File: config.mk
export PLATFORM = sky130hd
export DESIGN_NAME = ext_mem_if
export DESIGN_NICKNAME = d
export VERILOG_FILES = /design/src/rtl/ext_mem_pkg.sv /design/src/rtl/ext_mem_if.sv
export SDC_FILE = /design/constraint.sdc
export NUM_CORES = 1
export LEC_CHECK = 0
export BUFFER_PORTS_ARGS = -buffer_cell sky130_fd_sc_hd__clkbuf_2
export CAP_MARGIN = 10
export CORE_UTILIZATION = 58
export CTS_CLUSTER_DIAMETER = 100
export CTS_CLUSTER_SIZE = 20
export DETAILED_ROUTE_END_ITERATION = 6
export PLACE_DENSITY = 0.88
export SLEW_MARGIN = 30
export SYNTH_ARGS = -nofsm -noshare
export SYNTH_HDL_FRONTEND = slang
export SYNTH_SLANG_ARGS = --single-unit
File: constraint.sdc
create_clock -name i_clk -period 4.7 [get_ports i_clk]
set_input_delay 0 -clock i_clk [delete_from_list [all_inputs] [get_ports i_clk]]
set_output_delay 0 -clock i_clk [all_outputs]
set_load 0.01 [all_outputs]
File: src/rtl/ext_mem_pkg.sv
package ext_mem_pkg;

   // -----------------------------------------------------------------
   // address windows
   // -----------------------------------------------------------------
   localparam logic [23:0] MAIN_LO = 24'h00_8000;
   localparam logic [23:0] MAIN_HI = 24'h20_7fff;
   localparam logic [23:0] EXP_LO  = 24'h20_8000;
   localparam logic [23:0] EXP_HI  = 24'hbf_ffff;

   // -----------------------------------------------------------------
   // straps
   // -----------------------------------------------------------------
   localparam int          ADDR_HI_LSB  = 19;
   localparam logic [4:0]  BANK_RESET   = 5'h00;
   localparam logic [4:0]  BANK_FIXED   = 5'h1f;
   localparam logic [4:0]  BANK_SINGLE  = 5'h00;
   localparam int          BANK_BYTES_DEFAULT = 65536;

   // -----------------------------------------------------------------
   // access timing
   // -----------------------------------------------------------------
   localparam logic [1:0]  ACC_END      = 2'h2;
   localparam int          EXP_COUNT    = 3;

   // -----------------------------------------------------------------
   // types
   // -----------------------------------------------------------------
   typedef enum logic [1:0] {
      KIND_DATA = 2'h0,
      KIND_PROG = 2'h1,
      KIND_NVM  = 2'h2
   } kind_e;

   typedef enum logic [4:0] {
      ST_STRAP   = 5'b00001,
      ST_COPY_RD = 5'b00010,
      ST_COPY_WR = 5'b00100,
      ST_IDLE    = 5'b01000,
      ST_ACC     = 5'b10000
   } state_e;

   typedef struct packed {
      logic [23:0] base;
      logic [23:0] limit;
   } window_s;

   typedef struct packed {
      kind_e       kind;
      logic        wr;
      logic [23:0] addr;
      logic [7:0]  wdata;
   } req_s;

   typedef struct packed {
      logic [2:0]  exp;
      logic        main;
      logic        prog;
      logic        nvm;
   } sel_s;

endpackage

File: src/rtl/ext_mem_if.sv
`timescale 1ns/1ns
// ---------------------------------------------------------------------
// Overview of operation
// - at reset latch top five address pins as bank strap; disabled shadow forces 31
// - shadow strap high: copy flash into program SRAM after reset, run from it
// - shadow strap low: program fetches go straight to flash
// - clock strap high selects the PLL as system clock
// - clock strap low bypasses the PLL onto the crystal input, test use only
// - main data select low only for addresses 0x008000 through 0x207fff
// - expansion selects cover programmable regions inside 0x208000 through 0xbfffff
// - shared pin is expansion select three only with shadow and one bank
// - shadow mode drives flash select on flash accesses; otherwise flash select stays high and flash accesses drive program select
// - data read strobe low only during SRAM data reads and shadowed program fetches
// - after reset shadow strap pin becomes flash write strobe
// - after reset clock strap pin becomes flash read strobe
// ---------------------------------------------------------------------
module ext_mem_if #(
   parameter int BANK_BYTES = ext_mem_pkg::BANK_BYTES_DEFAULT
) (
   input  wire logic                   i_clk,
   input  wire logic                   i_rstn,
   input  wire logic                   i_req,
   input  wire ext_mem_pkg::req_s      i_req_bus,
   input  wire ext_mem_pkg::window_s [2:0] i_exp_win,
   input  wire logic [4:0]             i_ext_addr_hi,
   input  wire logic [7:0]             i_ext_data_bus,
   input  wire logic                   i_nvm_write_strobe_n,
   input  wire logic                   i_nvm_read_strobe_n,
   output logic                        o_ready,
   output logic                        o_done,
   output logic [7:0]                  o_rdata,
   output logic [23:0]                 o_ext_addr_bus,
   output logic                        o_ext_addr_hi_oe,
   output logic [7:0]                  o_ext_data_bus,
   output logic                        o_ext_data_oe,
   output logic                        o_main_data_select_n,
   output logic                        o_expansion_select1_n,
   output logic                        o_expansion_select2_n,
   output logic                        o_program_mem_select_n,
   output logic                        o_data_write_strobe_n,
   output logic                        o_data_read_strobe_n,
   output logic                        o_nvm_select_n,
   output logic                        o_nvm_write_strobe_n,
   output logic                        o_nvm_write_strobe_oe,
   output logic                        o_nvm_read_strobe_n,
   output logic                        o_nvm_read_strobe_oe,
   output logic                        o_shadow_en,
   output logic                        o_use_pll,
   output logic [4:0]                  o_bank_code,
   output logic                        o_copying
);

   // -----------------------------------------------------------------
   // decode helpers
   // -----------------------------------------------------------------
   function automatic logic in_range(input logic [23:0] a,
                                     input logic [23:0] lo,
                                     input logic [23:0] hi);
      in_range = (a >= lo) && (a <= hi);
   endfunction

   function automatic logic strobe_on(input logic busy,
                                      input logic hit,
                                      input logic flash_acc,
                                      input logic write_acc,
                                      input logic want_flash,
                                      input logic want_write);
      strobe_on = busy && hit && (flash_acc == want_flash) && (write_acc == want_write);
   endfunction

   function automatic ext_mem_pkg::sel_s decode(input ext_mem_pkg::req_s r,
                                                input logic shadow,
                                                input logic exp3_mode,
                                                input ext_mem_pkg::window_s [2:0] w);
      ext_mem_pkg::sel_s s;
      logic              found;
      s     = '0;
      found = 1'b0;
      case (r.kind)
         ext_mem_pkg::KIND_NVM: begin
            // flash select only in shadow mode
            s.nvm  = shadow;
            s.prog = !shadow;
         end
         ext_mem_pkg::KIND_PROG: begin
            s.prog = 1'b1;
         end
         ext_mem_pkg::KIND_DATA: begin
            if (in_range(r.addr, ext_mem_pkg::MAIN_LO, ext_mem_pkg::MAIN_HI)) begin
               s.main = 1'b1;
            end else if (in_range(r.addr, ext_mem_pkg::EXP_LO, ext_mem_pkg::EXP_HI)) begin
               for (int i = 0; i < ext_mem_pkg::EXP_COUNT; i++) begin
                  if (!found && (i < 2 || exp3_mode) &&
                      in_range(r.addr, w[i].base, w[i].limit)) begin
                     s.exp[i] = 1'b1;
                     found    = 1'b1;
                  end
               end
            end
         end
         default: begin
            s = '0;
         end
      endcase
      decode = s;
   endfunction

   // -----------------------------------------------------------------
   // state
   // -----------------------------------------------------------------
   ext_mem_pkg::state_e state;
   ext_mem_pkg::req_s   cur;
   ext_mem_pkg::sel_s   sel;
   logic [1:0]          cnt;
   logic [21:0]         ptr;
   logic [21:0]         copy_last;
   logic                shadow;
   logic [4:0]          bank;
   logic                exp3_mode;
   logic                active;
   logic                flash_cycle;
   logic                any_sel;
   logic                step_end;

   assign exp3_mode   = shadow && (bank == ext_mem_pkg::BANK_SINGLE);
   assign copy_last   = 22'((32'(bank) + 1) * BANK_BYTES - 1);
   assign step_end    = (cnt == ext_mem_pkg::ACC_END);
   assign active      = (state == ext_mem_pkg::ST_COPY_RD || state == ext_mem_pkg::ST_COPY_WR ||
                         state == ext_mem_pkg::ST_ACC) && !step_end;
   assign sel         = decode(cur, shadow, exp3_mode, i_exp_win);
   assign any_sel     = |sel;
   // flash strobes for flash accesses, and for program space without shadow
   assign flash_cycle = (cur.kind == ext_mem_pkg::KIND_NVM) ||
                        (cur.kind == ext_mem_pkg::KIND_PROG && !shadow);

   // -----------------------------------------------------------------
   // sequencer
   // -----------------------------------------------------------------
   always_ff @(posedge i_clk or negedge i_rstn) begin
      if (!i_rstn) begin
         state   <= ext_mem_pkg::ST_STRAP;
         ptr     <= 22'h0;
         cur     <= '0;
         o_ready <= 1'b0;
         o_done  <= 1'b0;
         o_rdata <= 8'h00;
         o_copying <= 1'b0;
      end else begin
         o_done <= 1'b0;
         case (state)
            ext_mem_pkg::ST_STRAP: begin
               ptr <= 22'h0;
               cur <= '{kind: ext_mem_pkg::KIND_NVM, wr: 1'b0, addr: 24'h00_0000, wdata: 8'h00};
               if (i_nvm_write_strobe_n) begin
                  // shadow copy starts after the strap cycle
                  state     <= ext_mem_pkg::ST_COPY_RD;
                  o_copying <= 1'b1;
               end else begin
                  state   <= ext_mem_pkg::ST_IDLE;
                  o_ready <= 1'b1;
               end
            end
            ext_mem_pkg::ST_COPY_RD: begin
               if (step_end) begin
                  cur.kind  <= ext_mem_pkg::KIND_PROG;
                  cur.wr    <= 1'b1;
                  cur.wdata <= i_ext_data_bus;
                  state     <= ext_mem_pkg::ST_COPY_WR;
               end
            end
            ext_mem_pkg::ST_COPY_WR: begin
               if (step_end) begin
                  // copy every byte of the strapped banks
                  if (ptr == copy_last) begin
                     state     <= ext_mem_pkg::ST_IDLE;
                     o_ready   <= 1'b1;
                     o_copying <= 1'b0;
                  end else begin
                     ptr   <= ptr + 22'h1;
                     cur   <= '{kind: ext_mem_pkg::KIND_NVM, wr: 1'b0,
                                addr: 24'(ptr + 22'h1), wdata: 8'h00};
                     state <= ext_mem_pkg::ST_COPY_RD;
                  end
               end
            end
            ext_mem_pkg::ST_IDLE: begin
               if (i_req) begin
                  cur     <= i_req_bus;
                  o_ready <= 1'b0;
                  state   <= ext_mem_pkg::ST_ACC;
               end
            end
            ext_mem_pkg::ST_ACC: begin
               if (step_end) begin
                  o_done  <= 1'b1;
                  o_rdata <= cur.wr ? o_rdata : i_ext_data_bus;
                  o_ready <= 1'b1;
                  state   <= ext_mem_pkg::ST_IDLE;
               end
            end
            default: begin
               state <= ext_mem_pkg::ST_STRAP;
            end
         endcase
      end
   end

   // -----------------------------------------------------------------
   // phase counter
   // -----------------------------------------------------------------
   always_ff @(posedge i_clk or negedge i_rstn) begin
      if (!i_rstn) begin
         cnt <= 2'h0;
      end else begin
         cnt <= (state == ext_mem_pkg::ST_IDLE || state == ext_mem_pkg::ST_STRAP || step_end) ?
                2'h0 : cnt + 2'h1;
      end
   end

   // -----------------------------------------------------------------
   // strap capture
   // -----------------------------------------------------------------
   always_ff @(posedge i_clk or negedge i_rstn) begin
      if (!i_rstn) begin
         shadow                <= 1'b0;
         bank                  <= ext_mem_pkg::BANK_RESET;
         o_use_pll             <= 1'b0;
         o_ext_addr_hi_oe      <= 1'b0;
         o_nvm_write_strobe_oe <= 1'b0;
         o_nvm_read_strobe_oe  <= 1'b0;
      end else if (state == ext_mem_pkg::ST_STRAP) begin
         shadow    <= i_nvm_write_strobe_n;
         // bank strap, fixed when shadow is off
         bank      <= i_nvm_write_strobe_n ? i_ext_addr_hi : ext_mem_pkg::BANK_FIXED;
         o_use_pll <= i_nvm_read_strobe_n;
         o_ext_addr_hi_oe      <= 1'b1;
         o_nvm_write_strobe_oe <= 1'b1;
         o_nvm_read_strobe_oe  <= 1'b1;
      end
   end

   assign o_shadow_en = shadow;
   assign o_bank_code = bank;

   // -----------------------------------------------------------------
   // address and write data pins
   // -----------------------------------------------------------------
   always_ff @(posedge i_clk or negedge i_rstn) begin
      if (!i_rstn) begin
         o_ext_addr_bus <= 24'h00_0000;
         o_ext_data_bus <= 8'h00;
         o_ext_data_oe  <= 1'b0;
      end else begin
         o_ext_addr_bus <= cur.addr;
         o_ext_data_bus <= cur.wdata;
         o_ext_data_oe  <= active && cur.wr && any_sel;
      end
   end

   // -----------------------------------------------------------------
   // chip selects
   // -----------------------------------------------------------------
   always_ff @(posedge i_clk or negedge i_rstn) begin
      if (!i_rstn) begin
         o_main_data_select_n   <= 1'b1;
         o_expansion_select1_n  <= 1'b1;
         o_expansion_select2_n  <= 1'b1;
         o_program_mem_select_n <= 1'b1;
         o_nvm_select_n         <= 1'b1;
      end else begin
         o_main_data_select_n   <= !(active && sel.main);
         o_expansion_select1_n  <= !(active && sel.exp[0]);
         o_expansion_select2_n  <= !(active && sel.exp[1]);
         // shared pin as program select or expansion three
         o_program_mem_select_n <= !(active && (sel.prog || sel.exp[2]));
         o_nvm_select_n         <= !(active && sel.nvm);
      end
   end

   // -----------------------------------------------------------------
   // strobes
   // -----------------------------------------------------------------
   always_ff @(posedge i_clk or negedge i_rstn) begin
      if (!i_rstn) begin
         o_data_write_strobe_n <= 1'b1;
         o_data_read_strobe_n  <= 1'b1;
         o_nvm_write_strobe_n  <= 1'b1;
         o_nvm_read_strobe_n   <= 1'b1;
      end else begin
         o_data_write_strobe_n <= !strobe_on(active, any_sel, flash_cycle, cur.wr, 1'b0, 1'b1);
         o_data_read_strobe_n  <= !strobe_on(active, any_sel, flash_cycle, cur.wr, 1'b0, 1'b0);
         o_nvm_write_strobe_n  <= !strobe_on(active, any_sel, flash_cycle, cur.wr, 1'b1, 1'b1);
         o_nvm_read_strobe_n   <= !strobe_on(active, any_sel, flash_cycle, cur.wr, 1'b1, 1'b0);
      end
   end

endmodule // ext_mem_if

==> reports/qor.csv, run 1 <==
stage;metric;value;unit
run_status;status;complete, no violations;
synth;Main synth FF type;dfrtp_1;
global_route;first-pass GRT wire length;45700;um
cts;Reg clk slew, reported paths;60;ps
synth;post-synthesis sequential area ratio;34.3;%
placed_design;hpwl dp;21000;um
floorplanning;Die W;128;um
floorplanning;Die Y;128;um
sta;slack of the critical path;1120;ps
detailed_routing;Via density;5.89;
synth;syn avg cell area;8.89;um2
flow_run;Max Cap Viol;0;
sta;RSZ-0062 raised after global routing;no;
detailed_routing;drt pass-1 iters;5;
worst_setup_path;CP max FO;29;
floorplanning;Initial Utilization;59.9;%
detailed_routing;drt wl/cell;18.7;um
worst_setup_path;crit path DAT;3940;ps
sta;Min Hold Slack;21.5;ps
cts;Num CTS Buffers;17;
layout;nets@finish;1680;
floorplanning;core area;15300;um2
layout;Final Util;76.6;%
floorplanning;Row Count;45;
placed_design;routability cong.;0.942;
cts;H-tree Lvls;4;
placed_design;pre-CTS setup slack;1200;ps
synth;Cells after Synth;1031;
sta;Clock Skews;9.11;ps
global_route;global route total overflow;0;
layout;share of layout cells above drive strength 1;23.9;%
cts;Clock Sinks;125;
cts;TritonCTS clock tree;yes;
detailed_routing;Routed Antenna Nets;0;
sta;maximum clock frequency;279;MHz
detailed_routing;DRC viols;0;
worst_setup_path;Setup crit end kind;flip-flop;
global_route;initial antenna violation count;0;
layout;Area Growth Syn to Fin;28.0;%
sta;setup violators final;0;
sta;setup_tns;0;ps
detailed_routing;met3 routed WL;2160;um
cts;clock tree buffer depth;2;
cts;CTS resizes;0;
synth;Ys Warns;0;
global_route;largest net degree at the start of global routing;66;
worst_hold_path;class of the worst hold path;in -> reg;
sta;endpoints failing hold;0;
floorplanning;Ports;260;
cts;Worst-Skew Late Latency;430;ps
synth;Post-Syn Area;9170;um2
sta;Tmin final;3580;ps
sta;normalized max-slew margin;35.2;%
detailed_routing;1st-iter DRT viols;632;
worst_setup_path;WS Path Type;reg -> reg;
global_route;vias in the first global route;9200;
detailed_routing;Top Metal Used;met4;
detailed_routing;wl on met1;11400;um
placed_design;Port Buffer Count;259;
pwr;PD cells;234;nW/um2
pwr;Pleak;6.70;nW
synth;#FFs+latches synth;125;
detailed_routing;DR vias;9175;
synth;async set-reset flop share out of synthesis;100;%
floorplanning;DIE AREA;16300;um2
placed_design;Placement Cell Area;10600;um2
synth;Synth cell types;65;
global_route;Total Routing Usage GR;36.6;%
detailed_routing;drt total wl;29200;um
worst_setup_path;crit start category;flip-flop;
pwr;maximum vdd drop;239;uV
worst_setup_path;Worst EP required;5070;ps
sta;Slew Viols, Final;0;
synth;Post-synth EDFFs;0;
synth;syn_nets;1379;
sta;worst slew pin tran;970;ps
detailed_routing;Met2 Routed Length;13800;um
sta;fin crit share;76.1;%
cts;clk root buf;clkbuf_16;
layout;final non-filler cell area;11700;um2
flip-flops by register name, indices dropped and copies added, names as in the netlist, 2 cells and up:
register,flops
cur,35
o_ext_addr_bus,24
ptr,22
o_ext_data_bus,8
o_rdata,8
o_bank_code,5
state,5
cnt,2
metal layers:
| metal | vias to the layer above | global-route usage [%] |
|---|---|---|
| met3 | 140 | 6.84 |
| met5 | - | 0 |
| met2 | 510 | 61.0 |
| met4 | 0 | 25.9 |
| met1 | 4296 | 42.7 |
| li1 | 4229 | - |
logic make-up (layout without fill, tap and decap cells):
logic type | Yosys count | count (layout) | synth area share (%)
buffers and inverters | 181 | 495 | 7.71
DFF | 125 | 125 | 34.3
and+or+nand+nor | 309 | 309 | 16.9
AOI/OAI and AO/OA | 226 | 226 | 16.6
xor gates and xnor gates | 29 | 29 | 2.77
adders and majority gates | 151 | 151 | 20.6
other | 0 | 1 | 0
muxes | 10 | 10 | 1.21
power breakdown:
part	internal (mW)	total, mW	switching (mW)
Clock	0.900	1.39	0.486
Combinational	0.136	0.280	0.144
Sequential	1.08	1.08	0.00166
synthesized netlist by cell type, drive strengths merged, types with 3 or more instances:
master / count / area share, %
a221o: 3 / 0.33
clkbuf: 17 / 0.70
nand2b: 7 / 0.48
nor2: 79 / 3.2
nand2: 89 / 3.8
nor4: 9 / 0.61
ha: 151 / 21
xnor2: 15 / 1.4
o21ai: 35 / 1.9
inv: 151 / 6.2
o211ai: 4 / 0.33
dfstp: 10 / 2.9
dfrtp: 115 / 31
o21a: 6 / 0.49
nand3: 34 / 1.9
a2111oi: 5 / 0.68
nand4b: 4 / 0.38
a21o: 24 / 2.0
xor2: 14 / 1.3
o22a: 9 / 0.86
a22oi: 11 / 0.90
buf: 13 / 0.83
a31oi: 10 / 0.68
nor2b: 12 / 0.82
a21boi: 8 / 0.66
o221a: 3 / 0.37
nor3: 7 / 0.38
a211oi: 6 / 0.49
o2111ai: 3 / 0.48
mux2: 9 / 1.1
o221ai: 5 / 0.48
a21oi: 73 / 4.1
and4: 8 / 0.76
and3: 11 / 0.75
o31ai: 9 / 0.74
nand4: 33 / 2.3
and2: 4 / 0.27
final timing paths:
| path | cells past startpoint | start | slack (ps) | to |
|---|---|---|---|---|
| max | 10 | o_bank_code[0] | 1120 | cur[14] |
| min | 4 | i_req_bus[19] | 20 | cur[19] |
| max reg2reg | 10 | o_bank_code[0] | 1120 | cur[14] |
| min reg2reg | 0 | cur[8] | 380 | o_ext_addr_bus[0] |
| max in group asynchronous | 3 | i_rstn | 3150 | ptr[2] |
| min in group asynchronous | 2 | i_rstn | 210 | o_ext_addr_bus[19] |
stage by stage:
stage / std cells / power (mW)
after floorplan: 1031 / 1.20
after global placement: 1474 / 1.33
after detailed placement: 1474 / 1.34
after CTS: 1556 / 2.74
after global routing: 1556 / 2.82
final: 1557 / 2.75
cells in the final DEF (no fill, tap or decap), types with 32 or more instances in the layout:
cell / count
dfrtp_1: 115
inv_1: 151
o21ai_0: 34
nand4_1: 32
nor2_1: 79
dlygate4sd3_1: 50
ha_1: 151
a21oi_1: 71
clkbuf_2: 258
nand3_1: 33
nand2_1: 87
what timing repair did:
item                                   in CTS  in global routing
endpoints found under the hold margin     103                  0
hold buffers                               50                  0
buffers inserted                            0                  0
critical path, stage by stage, from the launching register on:
cell and delay [ps]:
dfrtp_1 460, inv_1 90, ha_1 330, xor2_1 180
or3_4 350, a2111oi_4 430, o2111ai_4 260, nand2_4 200
nand2_1 590, o21ai_0 360, o221a_2 250
area by class of cell:
type	count	area (um2)
multi-input combinational	725	5330
fill	1065	3580
sequential	125	3140
timing repair buffer	312	1820
inverter	151	567
clock buffer	25	465
tap	211	264
clock inverter	7	140
antenna	1	2.50
Note: power is estimated with default switching activity, not from simulation.
==> run 2, diff against run 1 <==
--- a/config.mk
+++ b/config.mk
@@ -5,13 +5,14 @@
 export SDC_FILE = /design/constraint.sdc
 export NUM_CORES = 1
 export LEC_CHECK = 0
+export ABC_AREA = 1
 export BUFFER_PORTS_ARGS = -buffer_cell sky130_fd_sc_hd__clkbuf_2
 export CAP_MARGIN = 10
-export CORE_UTILIZATION = 58
+export CORE_UTILIZATION = 55
 export CTS_CLUSTER_DIAMETER = 100
 export CTS_CLUSTER_SIZE = 20
 export DETAILED_ROUTE_END_ITERATION = 6
-export PLACE_DENSITY = 0.88
+export PLACE_DENSITY = 0.83
 export SLEW_MARGIN = 30
 export SYNTH_ARGS = -nofsm -noshare
 export SYNTH_HDL_FRONTEND = slang
==> constraint.sdc (replaced) <==
create_clock -name i_clk -period 3.65 [get_ports i_clk]
set_input_delay 0 -clock i_clk [delete_from_list [all_inputs] [get_ports i_clk]]
set_output_delay 0 -clock i_clk [all_outputs]
set_load 0.01 [all_outputs]
==> run 2 against run 1 <==
Effect of this change:
- area after synthesis grew 9.6%
- critical path type unchanged
- wire length up 1.3%
- first-iteration DRC count rose by 20%
- sequential power is 120% higher
- register-to-register slack worse by 470 ps
==> reports/qor.csv, run 2 <==
stage;metric;value;unit
global_route;largest net degree at the start of global routing;67;
synth;syn_nets;1765;
sta;maximum clock frequency;334;MHz
detailed_routing;DR vias;10300;
worst_setup_path;crit start category;flip-flop;
floorplanning;Initial Utilization;56.1;%
layout;Largest register FFs;35;
worst_hold_path;class of the worst hold path;in -> reg;
synth;Post-Syn Area;10000;um2
synth;Post-synth EDFFs;0;
placed_design;hpwl dp;22100;um
detailed_routing;1st-iter DRT viols;759;
cts;TritonCTS clock tree;yes;
detailed_routing;drt total wl;29600;um
pwr;PD cells;601;nW/um2
synth;async set-reset flop share out of synthesis;100;%
pwr;Total Power;7.56;mW
cts;clock tree buffer depth;2;
synth;#FFs+latches synth;125;
synth;Synth cell types;42;
sta;setup_tns;0;ps
sta;RSZ-0062 raised after global routing;no;
cts;Reg clk slew, reported paths;60;ps
sta;slack of the critical path;653;ps
layout;number of diodes;0;
layout;fin cells;1962;
synth;post-synthesis sequential area ratio;31.3;%
worst_setup_path;WS Path Type;reg -> reg;
sta;fin crit share;82.1;%
detailed_routing;drt wl/cell;15.1;um
floorplanning;Row Count;49;
global_route;global route total overflow;0;
detailed_routing;drt pass-1 iters;5;
worst_setup_path;Worst EP required;3960;ps
cts;clk root buf;clkbuf_16;
layout;most frequent cells in the layout;nand2_1, inv_1, clkbuf_2, ha_1, dfrtp_1;
synth;Commonest cells post-synth;nand2_1, inv_1, ha_1, dfrtp_1, nor2_1;
floorplanning;core area;17900;um2
synth;Area contributors post-synth;dfrtp_1, ha_1, nand2_1;
sta;Slew Viols, Final;0;
sta;worst slew pin tran;860;ps
run_status;status;complete, no violations;
synth;syn avg cell area;7.09;um2
layout;Largest Register;cur;
synth;most frequent cell after synthesis;nand2_1;
sta;Clock Skews;9.03;ps
detailed_routing;Routed Antenna Nets;0;
layout;most common cell after layout, fill and taps aside;nand2_1;
layout;nets@finish;2068;
detailed_routing;Via density;5.27;
placed_design;Port Buffer Count;259;
placed_design;routability cong.;0.945;
global_route;Total Routing Usage GR;32.5;%
layout;Fillers;1462;
synth;Main synth FF type;dfrtp_1;
floorplanning;Ports;260;
sta;setup violators final;0;
sta;endpoints failing hold;0;
worst_setup_path;crit path DAT;3300;ps
placed_design;pre-CTS setup slack;984;ps
worst_setup_path;CP max FO;13;
flow_run;Max Cap Viol;0;
layout;top flop regs;cur x35, o_ext_addr_bus x24, ptr x22;
floorplanning;Die Y;137;um
layout;Area Growth Syn to Fin;25.2;%
cts;Num CTS Buffers;17;
cts;H-tree Lvls;4;
synth;top-area cell type share of the netlist area;28.6;%
cts;Clock Sinks;125;
synth;Synth area leader;dfrtp_1;
pwr;maximum vdd drop;483;uV
global_route;initial antenna violation count;0;
synth;Ys Warns;0;
placed_design;DP Cell Count;1883;
floorplanning;DIE AREA;18800;um2
synth;Cells after Synth;1417;
floorplanning;Die W;137;um
sta;normalized max-slew margin;42.7;%
global_route;first-pass GRT wire length;46800;um
worst_setup_path;Setup crit end kind;flip-flop;
sta;Tmin final;3000;ps
cts;Worst-Skew Late Latency;420;ps
global_route;vias in the first global route;9994;
detailed_routing;DRC viols;0;
pwr;Pleak;7.82;nW
layout;share of layout cells above drive strength 1;19.1;%
run 2: cell types whose count changed after synthesis, moves of 12 or more:
cell      delta
nand2_1    +358
nand3_1     +21
nand3b_1    +20
nor2_1      +23
nor2b_1     -12
a21o_1      -12
a21oi_1     -16
nand4_1     +17
inv_1      +114
run 2: timing repair:
action	in CTS	in global routing
hold buffers	47	0
setup buffers	0	0
hold endpoints to repair	101	0
gates resized for setup	0	0
run 2: metal layers:
layer	track usage (%)	wire, um
met3	4.89	1760
met1	38.4	12000
met5	0	0
met2	56.6	14300
met4	17.3	1440
run 2: critical path, stage by stage (launching register included):
cell and delay [ps]:
dfrtp_1 400, inv_2 70, nand2_1 120, inv_1 90
nand4_1 350, inv_1 180, o31ai_1 620, nand2_1 210
nand2_1 360, nand3_2 250, nand2_1 150, nand2_1 70
run 2: final cells by class:
cell class,instances,area [um2],area share [%]
clock buffers,18,429,3.41
clock inverters,14,145,1.15
inverters,271,1020,8.09
multi-input cells,991,5720,45.5
flip-flops and latches,125,3140,25.0
well taps,229,287,2.28
repair buffers,314,1830,14.6
run 2: path summary, 6_finish.rpt:
kind | end | from | cells past startpoint | slack [ps]
worst max-delay path | cur[4] | state[2] | 11 | 650
worst min-delay path | cur[14] | i_req_bus[14] | 5 | 20
worst max register to register | cur[4] | state[2] | 11 | 650
worst min register to register | o_ext_data_bus[4] | cur[4] | 0 | 390
max in group asynchronous | cur[13] | i_rstn | 3 | 2440
min in group asynchronous | o_ext_addr_bus[21] | i_rstn | 2 | 240
run 2: cells by family after synthesis:
family / count (synthesis) / share of synthesized area [%]
and+or+nand+nor: 710 / 30.8
buffers and inverters: 301 / 11.7
xor gates and xnor gates: 7 / 0.610
adders and majority gates: 151 / 18.8
AOI/OAI and AO/OA: 123 / 6.75
DFF: 125 / 31.3
run 2: power by group:
| part | switching (mW) | total [mW] | internal (mW) |
|---|---|---|---|
| clock network | 0.700 | 1.66 | 0.961 |
| registers | 0.540 | 2.34 | 1.80 |
| logic | 2.26 | 3.56 | 1.29 |
run 2: through the flow:
step / util [%] / instance area [um2] / hold WS, ps
2_1_floorplan: - / 10000 / -296
6_report: 70.2 / 12600 / 18.1
3_3_place_gp: 64.4 / 11500 / 150
4_1_cts: 70.2 / 12600 / 6.64
5_1_grt: 70.2 / 12600 / 30.3
3_5_place_dp: 64.4 / 11500 / 163
